[config.mk]
export PLATFORM = sky130hd
export DESIGN_NAME = esc_config_regs
export DESIGN_NICKNAME = d
export VERILOG_FILES = /design/src/hw/esc_config_regs.v /design/src/hw/esc_prescaler.v
export VERILOG_INCLUDE_DIRS = /design/src /design/src/hw
export SDC_FILE = /design/constraint.sdc
export NUM_CORES = 1
export LEC_CHECK = 0
export ABC_AREA = 1
export BUFFER_PORTS_ARGS = -buffer_cell sky130_fd_sc_hd__buf_2
export CORE_UTILIZATION = 40
export DETAILED_ROUTE_END_ITERATION = 12
export PLACE_DENSITY = 0.76
export SLEW_MARGIN = 10
export SYNTH_ARGS = -nofsm -noshare
export SYNTH_HDL_FRONTEND = slang
export SYNTH_SLANG_ARGS = --single-unit
[constraint.sdc]
create_clock -name mclk -period 1.2 [get_ports mclk]
set_input_delay 0.24 -clock mclk [delete_from_list [all_inputs] [get_ports mclk]]
set_output_delay 0.24 -clock mclk [all_outputs]
set_load 0.02 [all_outputs]
[src/hw/esc_consts.vh]
// constants for the extended setup configuration register pair
`ifndef ESC_CONSTS_VH
`define ESC_CONSTS_VH
`define ESC_IDX_EXT_SETUP     8'h04
`define ESC_IDX_FLOPPY_CFG    8'h05
`define ESC_RST_EXT_SETUP     8'h00
`define ESC_RST_FLOPPY_CFG    8'h00
`define ESC_EXT_SETUP_MASK    8'h7F
`define ESC_FLOPPY_CFG_MASK   8'h1F
`define ESC_PMODE_LO          0
`define ESC_PMODE_HI          1
`define ESC_PFLOP_LO          2
`define ESC_PFLOP_HI          3
`define ESC_MIDI1_BIT         4
`define ESC_MIDI2_BIT         5
`define ESC_EPP_TYPE_BIT      6
`define ESC_PUSH_PULL_BIT     0
`define ESC_TRISTATE_BIT      1
`define ESC_NONBURST_BIT      2
`define ESC_DENSITY_SELECT_LO         3
`define ESC_DENSITY_SELECT_HI         4
`define ESC_PMODE_SPP         2'h0
`define ESC_PMODE_EPP         2'h1
`define ESC_PMODE_ECP         2'h2
`define ESC_PMODE_ECP_EPP     2'h3
`define ESC_ECR_EPP           3'h4
`define ESC_ECR_SPP           3'h0
`define ESC_DIV_NORMAL        4'hD
`define ESC_DIV_MIDI          4'hC
`define ESC_DIV_CNT_W         4
`endif

[src/hw/esc_config_regs.v]
// extended setup and floppy output configuration registers with their control effects
//
// Summary of operation
// - extended setup register sits at index 04h in configuration state, resets to 00h
// - bits 1:0 pick parallel mode: standard, epp+standard, ecp, ecp+epp
// - in ecp+epp setting, ecr mode 100 enters epp operation
// - in ecp settings, ecr mode 000 enters standard parallel operation
// - bits 3:2 pick parallel floppy routing: normal, option one, option two, reserved
// - bit 4 makes first serial prescaler divide by 12, else 13
// - bit 5 makes second serial prescaler divide by 12, else 13
// - midi divisor of 12 gives 31.25 kbaud from a 24 MHz reference
// - bit 6 picks epp revision: 0 is 1.9, 1 is 1.7
// - floppy output register sits at index 05h in configuration state, resets to 00h
// - floppy register bits 7:5 and setup bit 7 always read zero
// - floppy bit 0: open-drain outputs when 0, push-pull when 1
// - floppy bit 1: outputs driven when 0, floppy outputs and density pin high-z when 1
// - floppy bits 1:0 do not touch the floppy routed through parallel port
// - floppy bit 2: burst dma when 0, per-byte request and interrupt strobes when 1 with the fifo enabled
// - driven outputs: density pin normal when override 0, forced high when 1
// - tristated outputs: override ignored, density pin stays high-z
`timescale 1ns/1ps
`include "esc_consts.vh"
module esc_config_regs (
    // clock and reset
    input  wire       mclk,
    input  wire       sys_rst,
    // configuration access, same clock domain
    input  wire       cfg_state,
    input  wire [7:0] configuration_index_register,
    input  wire       cfg_wr,
    input  wire       cfg_rd,
    input  wire [7:0] cfg_wdata,
    output reg  [7:0] cfg_rdata,
    output wire       cfg_hit,
    // ecp extended control mode field
    input  wire [2:0] ecr_mode,
    input  wire       par_mode_override,
    // parallel port controls
    output wire [1:0] par_mode,
    output wire       par_epp_active,
    output wire       par_ecp_active,
    output wire       par_spp_active,
    output wire       epp_rev_1_7,
    output wire       floppy_on_parallel_option_one,
    output wire       floppy_on_parallel_option_two,
    // serial prescaler ticks
    output wire       uart1_clk_tick,
    output wire       uart2_clk_tick,
    output wire       uart1_midi,
    output wire       uart2_midi,
    // floppy core signals in, same clock domain
    input  wire       fdc_dma_req_core,
    input  wire       fdc_irq_core,
    input  wire       fdc_byte_done,
    input  wire       fdc_fifo_en,
    input  wire       drive_density_one_fn,
    input  wire       density_override_bit,
    input  wire [7:0] fdc_out_core,
    // floppy pins
    output wire       floppy_dma_request,
    output wire       floppy_interrupt_request,
    output wire       drive_density_one_o,
    output wire       drive_density_one_oe,
    output wire [7:0] fdc_out_o,
    output wire [7:0] fdc_out_oe,
    output wire       fdc_push_pull,
    output wire [1:0] density_select,
    // parallel-routed floppy pins
    input  wire [7:0] pfdc_out_core,
    output wire [7:0] pfdc_out_o,
    output wire [7:0] pfdc_out_oe
);
    reg  [7:0] parallel_serial_extended_setup;
    reg  [7:0] floppy_output_configuration;
    reg        nb_strobe;
    wire       hit_ext;
    wire       hit_flp;
    wire       tri_on;
    wire       push_pull;
    wire       nonburst;

    // address decode only while in configuration state
    assign hit_ext = cfg_state & (configuration_index_register == `ESC_IDX_EXT_SETUP);
    assign hit_flp = cfg_state & (configuration_index_register == `ESC_IDX_FLOPPY_CFG);
    assign cfg_hit = hit_ext | hit_flp;

    // register writes; reserved bits masked so they never store
    always @(posedge mclk or posedge sys_rst) begin
        if (sys_rst) begin
            parallel_serial_extended_setup <= `ESC_RST_EXT_SETUP;
            floppy_output_configuration    <= `ESC_RST_FLOPPY_CFG;
        end else if (cfg_wr) begin
            if (hit_ext) begin
                parallel_serial_extended_setup <= cfg_wdata & `ESC_EXT_SETUP_MASK;
            end
            if (hit_flp) begin
                floppy_output_configuration <= cfg_wdata & `ESC_FLOPPY_CFG_MASK;
            end
        end
    end

    // read data registered; unmatched index reads zero
    always @(posedge mclk or posedge sys_rst) begin
        if (sys_rst) begin
            cfg_rdata <= 8'h00;
        end else if (cfg_rd & hit_ext) begin
            cfg_rdata <= parallel_serial_extended_setup & `ESC_EXT_SETUP_MASK;
        end else if (cfg_rd & hit_flp) begin
            cfg_rdata <= floppy_output_configuration & `ESC_FLOPPY_CFG_MASK;
        end else if (cfg_rd) begin
            cfg_rdata <= 8'h00;
        end
    end

    // parallel mode select, gated by the override from the other register bank
    assign par_mode = par_mode_override ? `ESC_PMODE_SPP :
                      parallel_serial_extended_setup[`ESC_PMODE_HI:`ESC_PMODE_LO];
    assign par_ecp_active = ((par_mode == `ESC_PMODE_ECP) | (par_mode == `ESC_PMODE_ECP_EPP)) &
                            (ecr_mode != `ESC_ECR_SPP) &
                            ~((par_mode == `ESC_PMODE_ECP_EPP) & (ecr_mode == `ESC_ECR_EPP));
    // ecr mode 100 yields epp only in the combined setting
    assign par_epp_active = (par_mode == `ESC_PMODE_EPP) |
                            ((par_mode == `ESC_PMODE_ECP_EPP) & (ecr_mode == `ESC_ECR_EPP));
    // ecr mode 000 falls back to standard in either ecp setting
    assign par_spp_active = (par_mode == `ESC_PMODE_SPP) |
                            (par_ecp_active == 1'b0 & par_epp_active == 1'b0);
    assign epp_rev_1_7 = parallel_serial_extended_setup[`ESC_EPP_TYPE_BIT];

    // floppy-on-parallel routing; code 11 selects nothing
    assign floppy_on_parallel_option_one =
        (parallel_serial_extended_setup[`ESC_PFLOP_HI:`ESC_PFLOP_LO] == 2'h1);
    assign floppy_on_parallel_option_two =
        (parallel_serial_extended_setup[`ESC_PFLOP_HI:`ESC_PFLOP_LO] == 2'h2);

    // serial prescalers; mclk stands in for the reference, so baud only matches at 24 MHz
    assign uart1_midi = parallel_serial_extended_setup[`ESC_MIDI1_BIT];
    assign uart2_midi = parallel_serial_extended_setup[`ESC_MIDI2_BIT];

    esc_prescaler #(
        .CNT_W (`ESC_DIV_CNT_W)
    ) u_pre1 (
        .mclk    (mclk),
        .sys_rst (sys_rst),
        .midi_en (uart1_midi),
        .tick    (uart1_clk_tick)
    );

    esc_prescaler #(
        .CNT_W (`ESC_DIV_CNT_W)
    ) u_pre2 (
        .mclk    (mclk),
        .sys_rst (sys_rst),
        .midi_en (uart2_midi),
        .tick    (uart2_clk_tick)
    );

    // floppy output type and tristate controls
    assign push_pull = floppy_output_configuration[`ESC_PUSH_PULL_BIT];
    assign tri_on    = floppy_output_configuration[`ESC_TRISTATE_BIT];
    assign nonburst  = floppy_output_configuration[`ESC_NONBURST_BIT];
    assign fdc_push_pull  = push_pull;
    assign density_select = floppy_output_configuration[`ESC_DENSITY_SELECT_HI:`ESC_DENSITY_SELECT_LO];

    // per-pin drive: open-drain drives only a low, push-pull drives both levels
    genvar gi;
    generate
        for (gi = 0; gi < 8; gi = gi + 1) begin : g_fpin
            assign fdc_out_o[gi]  = push_pull ? fdc_out_core[gi] : 1'b0;
            assign fdc_out_oe[gi] = ~tri_on & (push_pull | ~fdc_out_core[gi]);
            // parallel-routed floppy ignores both type and tristate bits
            assign pfdc_out_o[gi]  = pfdc_out_core[gi];
            assign pfdc_out_oe[gi] = floppy_on_parallel_option_one |
                                     floppy_on_parallel_option_two;
        end
    endgenerate

    // density pin: forced high under override, high-z when tristated
    assign drive_density_one_o  = density_override_bit ? 1'b1 : drive_density_one_fn;
    assign drive_density_one_oe = ~tri_on;

    // non-burst strobe: one cycle per byte while the fifo runs
    always @(posedge mclk or posedge sys_rst) begin
        if (sys_rst) begin
            nb_strobe <= 1'b0;
        end else begin
            nb_strobe <= nonburst & fdc_fifo_en & fdc_byte_done;
        end
    end

    // burst passes the core request through; non-burst with the fifo enabled replaces it with the strobe
    assign floppy_dma_request = (nonburst & fdc_fifo_en) ? nb_strobe : fdc_dma_req_core;
    assign floppy_interrupt_request = (nonburst & fdc_fifo_en) ? (nb_strobe | fdc_irq_core)
                                                               : fdc_irq_core;
endmodule

[src/hw/esc_prescaler.v]
// serial clock prescaler: one enable pulse every 12 or 13 reference cycles
`timescale 1ns/1ps
`include "esc_consts.vh"
module esc_prescaler #(
    parameter CNT_W = `ESC_DIV_CNT_W
) (
    // clock and reset
    input  wire             mclk,
    input  wire             sys_rst,
    // control
    input  wire             midi_en,
    // output
    output reg              tick
);
    reg  [CNT_W-1:0] count;
    wire [CNT_W-1:0] limit;

    // terminal count picks the divisor; a change applies to the period already counting
    assign limit = midi_en ? (`ESC_DIV_MIDI - 4'h1) : (`ESC_DIV_NORMAL - 4'h1);

    // free running divider
    always @(posedge mclk or posedge sys_rst) begin
        if (sys_rst) begin
            count <= {CNT_W{1'b0}};
            tick  <= 1'b0;
        end else if (count >= limit) begin
            count <= {CNT_W{1'b0}};
            tick  <= 1'b1;
        end else begin
            count <= count + 4'h1;
            tick  <= 1'b0;
        end
    end
endmodule

# Word level (Yosys, flattened, before mapping)
# Index checks and enable logic that the tools add are counted.
totals:
  regBits: 31
  in_bits: 47
  output_inout_bits: 60
  word_cells: 90
classes:
  n_addsub: 2
  magnitude_cmp: 2
  eq_ne: 8
  n_mux: 21
  bitwise: 44
  reduce_logical: 5
op_table:
  columns: ["op", "count"]
  rows:
  - ["8-bit 2-to-1 mux", 3]
  - ["1-bit AND", 18]
  - ["8-bit by 3-bit == test with 1-bit output (second input constant)", 2]
  - ["1-bit OR", 14]
  - ["1-bit 2-to-1 mux", 13]
  - ["1-bit inverter", 12]
  - ["4-bit by 1-bit adder with 4-bit output (second input constant)", 2]
  - ["4-bit greater-or-equal comparator", 2]
  - ["4-bit 2-to-1 mux", 2]
  - ["2-bit == test (second input constant)", 3]
  - ["3-bit 2-to-1 mux", 2]
  - ["3-bit nonzero test", 2]
  - ["2-bit by 1-bit == test with 1-bit output (second input constant)", 2]
  - ["2-bit AND reduction", 2]
  - ["3-bit == test (second input constant)", 1]
  - ["2-bit logical NOT", 1]
  - ["2-bit 2-to-1 mux", 1]

# Longest topological paths before layout
logic_depth:
  ltp_word: 8
  depth_mapped: 7
  ltp_nobuf: 7

# By module
# From an unflattened synthesis, not the netlist that was laid out.
unflattened:
  hier_cells: 235
  hier_area_um2: 1871.8
by_module_without_submodules:
  columns: ["mod", "instances", "cells_per_inst", "area_each_um2", "seq_area_each_um2"]
  rows:
  - ["esc_config_regs", 1, 175, 1323.8, 500.5]
  - ["esc_prescaler", 2, 30, 274.0, 125.1]

# Least setup slack after synthesis
# OpenSTA, ideal clock, no wires.
synth_path:
  path_type: "register -> output"
  start: "reg parallel_serial_extended_setup[1]"
  end: "out par_ecp_active"
  arrival_ns: 1.312
  t_required_ns: 0.960
  slack_ns: -0.352
  path_stages_with_launch: 5
  n_path_buf: 0
  cell_sequence: "dfrtp_1 -> inv_1 -> nor2_1 -> nand2_1 -> a31oi_1"
synth_between:
  elab_chain_cells: 5
  word_cells_on_any_way: 8
  cone_classes: "eq/ne (2); mux (1); bitwise (5)"
synth_lines:
  columns: ["item", "line", "source"]
  rows:
  - ["from (decl)", "esc_config_regs.v:73", "reg [7:0] parallel_serial_extended_setup;"]
  - ["from (signal assigned)", "esc_config_regs.v:90", "parallel_serial_extended_setup <= `ESC_RST_EXT_SETUP;"]
  - ["from (signal assigned)", "esc_config_regs.v:94", "parallel_serial_extended_setup <= cfg_wdata & `ESC_EXT_SETUP_MASK;"]
  - ["2-bit 2-to-1 mux (*)", "esc_config_regs.v:116", "assign par_mode = par_mode_override ? `ESC_PMODE_SPP :"]
  - ["net par_mode[1]", "esc_config_regs.v:39", "output wire [1:0] par_mode,"]
  - ["2-bit == test (no line)", null, null]
  - ["1-bit OR or 1-bit AND (tied branches)", "esc_config_regs.v:118, esc_config_regs.v:120", null]
  - ["1-bit AND or 1-bit inverter (tied branches)", "esc_config_regs.v:118, esc_config_regs.v:120", null]
  - ["1-bit AND (*)", "esc_config_regs.v:118", "assign par_ecp_active = ((par_mode == `ESC_PMODE_ECP) | (par_mode == `ESC_PMODE_ECP_EPP)) &"]
  - ["to (decl)", "esc_config_regs.v:41", "output wire par_ecp_active,"]
# Mark *: on every way through the listed nets, which the timed path passes. The rest lies on a longest branch.

# Worst setup path after layout
layout_path:
  start: "reg parallel_serial_extended_setup[3]"
  end: "out pfdc_out_oe[1]"
layout_between:
  elab_chain_cells: 2
  word_cells_on_any_way: 3
  cone_classes: "eq/ne (2); bitwise (1)"
layout_lines:
  columns: ["item", "line", "source"]
  rows:
  - ["2-bit by 1-bit == test with 1-bit output or 2-bit == test (tied branches)", "esc_config_regs.v:131, esc_config_regs.v:133", null]
  - ["1-bit OR (*)", "esc_config_regs.v:172", "assign pfdc_out_oe[gi] = floppy_on_parallel_option_one |"]
  - ["to (decl)", "esc_config_regs.v:71", "output wire [7:0] pfdc_out_oe"]
# Mark *: on every way between the ends. The rest lies on a longest branch, timed or not.

==> impl_metrics.env <==
export IMPL_worstHoldPathType="in -> async"
export IMPL_synth_simple_area_share_pct=27.6
export IMPL_whs_ns=0.0142
export IMPL_diodes=0
export IMPL_crit_arrival_ns=1.23
export IMPL_num_rows=24
export IMPL_slowest_stage="dfrtp_2"
export IMPL_synth_distinct_cells=26
export IMPL_startpoint_type="register"
export IMPL_path_cells="ha_4 -> inv_6 -> buf_2"
export IMPL_fmaxAchievable_mhz=679
export IMPL_avgSynthCellArea_um2=7.99
export IMPL_syn_cell_area_um2=1840
export IMPL_path_class="reg -> out"
export IMPL_critPathBufInv=2
export IMPL_grt_pass1_vias=1832
export IMPL_power_density_nw_per_um2=1130
export IMPL_chipHeight_um=69.8
export IMPL_synth_top_family_by_area="simple AND/OR/NAND/NOR gates"
export IMPL_via_count=1862
export IMPL_postLayoutCellArea_um2=2870
export IMPL_setup_viol=43
export IMPL_first_pass_iters=4
export IMPL_yosys_warnings=0
export IMPL_critPathMaxStageDelay_ns=0.45
export IMPL_ios=107
export IMPL_wl_per_cell_um=12.6
export IMPL_slew_viol_final=0
export IMPL_cts_sinks=30
export IMPL_final_layout_size_suffix_gt1_share_pct=56.9
export IMPL_synth_compound_area_share_pct=5.92
export IMPL_root_buffer="clkbuf_8"
export IMPL_ys_ff_latch=30
export IMPL_grt_pass1_wl_um=7800
export IMPL_violations="negative setup slack"
export IMPL_clk_latency_ns=0.28
export IMPL_ir_drop_uv=749
export IMPL_rsz0062_at_grt="yes"
export IMPL_routed_wl_um=4830
export IMPL_port_buffers=88
export IMPL_initial_core_util_pct=41.9
export IMPL_cp_max_fo=8
export IMPL_hpwl_um=3330
export IMPL_antenna_found_initial=0
export IMPL_finalHoldViolCount=0
export IMPL_synthAdderAreaFrac_pct=6.81
export IMPL_total_power_uw=3260
export IMPL_syn_num_nets=287
export IMPL_yosysSeqAreaShare_pct=40.8
export IMPL_grt_total_usage_pct=20.0
export IMPL_muxShareOfSynthArea_pct=0
export IMPL_leakage_uw=0.00156
export IMPL_clockBufferDepth=2
export IMPL_htree_levels=2
export IMPL_dieArea_um2=4870
export IMPL_core_region_area_um2=4380
export IMPL_synth_xor_xnor_area_share_pct=1.91
export IMPL_clock_skew_ns=0.00509
export IMPL_min_period_ns=1.47
export IMPL_grt_start_max_net_pins=31
export IMPL_outcome="finished with violations"
export IMPL_end_kind="primary output"
export IMPL_postPlaceCellArea_um2=2390
export IMPL_die_w_um=69.8
export IMPL_drc_errors=0
export IMPL_critPathTopFamily="flip-flops"
export IMPL_cap_violations=0
export IMPL_tritoncts="yes"
export IMPL_syn2layout_area_growth_pct=56.1
export IMPL_cts_buffers=5
export IMPL_cp_required_ns=0.96
export IMPL_setup_ws_ns=-0.272
export IMPL_gp_congestion=0.780
export IMPL_pre_cts_ws_ns=-0.0412
export IMPL_vias_per_cell=4.85
export IMPL_ctsHoldBuffers=0
export IMPL_finalNetCount=388
export IMPL_drtAntennaViolNets=0
export IMPL_syn_inst=230
export IMPL_clk_pin_slew_ns=0.06
export IMPL_grt_overflow_total=0
export IMPL_fin_crit_sh_pct=123
export IMPL_drt_iter0_markers=88
[placed cells by master, fill, tap and decap left out, drive strengths merged]
cell | Yosys | final
buf | 19 | 118
nand2 | 45 | 45
inv | 38 | 38
dfrtp | 30 | 30
nor2 | 20 | 20
nand4 | 19 | 19
nand3 | 17 | 17
ha | 10 | 10
a21oi | 9 | 9
clkbuf | 5 | 8
o21ai | 7 | 7
o21bai | 2 | 2
xnor2 | 2 | 2
xor2 | 2 | 2
a31oi | 1 | 1
nor3 | 1 | 1
o21a | 1 | 1
or2 | 1 | 1
conb | 1 | 1
[cell type report]
cell class                      count  area [um^2]
Multi-Input combinational cell    138          966
Tap cell                           52         65.1
Timing Repair Buffer              118          843
Fill cell                         372         1520
Clock buffer                        8         80.1
Inverter                           38          158
Sequential cell                    30          757
[flip-flops by register name, indices dropped and copies added (netlist names)]
name	cells
cfg_rdata	7
floppy_output_configuration	5
nb_strobe	1
parallel_serial_extended_setup	7
u_pre1.count	4
u_pre1.tick	1
u_pre2.count	4
u_pre2.tick	1
[synth_stat cells]
cell type / count / share of area, %
nand2_1: 44 / 9.0
inv_1: 37 / 7.6
dfrtp_1: 30 / 41
nand4_1: 19 / 6.5
buf_4: 18 / 7.4
nand3_1: 15 / 4.1
nor2_1: 15 / 3.1
ha_1: 10 / 6.8
a21oi_1: 9 / 2.5
o21ai_1: 7 / 1.9
clkbuf_1: 5 / 1.0
nor2_4: 3 / 1.8
nor2_2: 2 / 0.68
o21bai_1: 2 / 0.82
xnor2_1: 2 / 0.95
xor2_1: 2 / 0.95
a31oi_1: 1 / 0.34
buf_6: 1 / 0.61
conb_1: 1 / 0.20
inv_2: 1 / 0.20
nand2_2: 1 / 0.34
nand3_2: 1 / 0.54
nand3_4: 1 / 0.95
nor3_1: 1 / 0.27
o21a_1: 1 / 0.41
or2_2: 1 / 0.34
[worst register-to-register path, delay by kind of cell, from the launching register on]
kind                     cells  cell delay [ns]
flip-flops                   1             0.41
adder cells (fa/ha/maj)      1             0.26
AND/OR/NAND/NOR              3             0.26
AO/OA/AOI/OAI                1             0.11
buffers and inverters        2             0.10
[cells by family (layout without fill, tap and decap cells)]
logic type | after synthesis | after routing
AND/OR/NAND/NOR | 103 | 103
buffers and inverters | 62 | 164
flip-flops | 30 | 30
AO/OA/AOI/OAI | 20 | 20
adder cells (fa/ha/maj) | 10 | 10
XOR/XNOR | 4 | 4
other | 1 | 1
[per-layer routing]
metal  track usage (%)  up-vias  part of all wire (%)
met5                 0        -                     0
li1                  -      924                     -
met4              7.33        0                   1.3
met1              22.8      869                    40
met2              35.3       63                    53
met3              5.81        6                   6.1
[timing repair]
action | CTS | global route
resized for setup | 65 | 45
buffers inserted | 8 | 5
pin swaps | 4 | 3
setup endpoints to repair | 43 | 46
gates cloned | 1 | 0
hold endpoints to repair | 0 | 0
[worst paths after layout]
path / from / to / slack [ns] / depth (start not counted)
max: parallel_serial_extended_setup[3] / pfdc_out_oe[1] / -0.27 / 3
min: sys_rst / u_pre2.count[2] / 0.01 / 3
max reg2reg: parallel_serial_extended_setup[5] / u_pre2.count[0] / -0.05 / 7
min reg2reg: cfg_rdata[5] / cfg_rdata[5] / 0.49 / 2
max in group asynchronous: sys_rst / floppy_output_configuration[0] / 0.88 / 3
min in group mclk: fdc_byte_done / nb_strobe / 0.17 / 3
[per-stage QoR]
| step | util, % | TNS (ns) | cells |
|---|---|---|---|
| 4_1_cts | 61.4 | -5.36 | 379 |
| 6_report | 65.4 | -5.40 | 384 |
| 5_1_grt | 65.4 | -7.53 | 384 |
| 3_5_place_dp | 54.5 | -0.217 | 362 |
| 2_1_floorplan | - | -0.479 | 230 |
| 3_3_place_gp | 54.5 | -0.0188 | 362 |
[where the power goes]
group,switching [uW],internal (uW),total [uW]
clock,364,411,775
sequential,155,1190,1350
combinational,591,541,1130
total,1110,2140,3260
No activity file was read; power rests on OpenSTA's default activity.
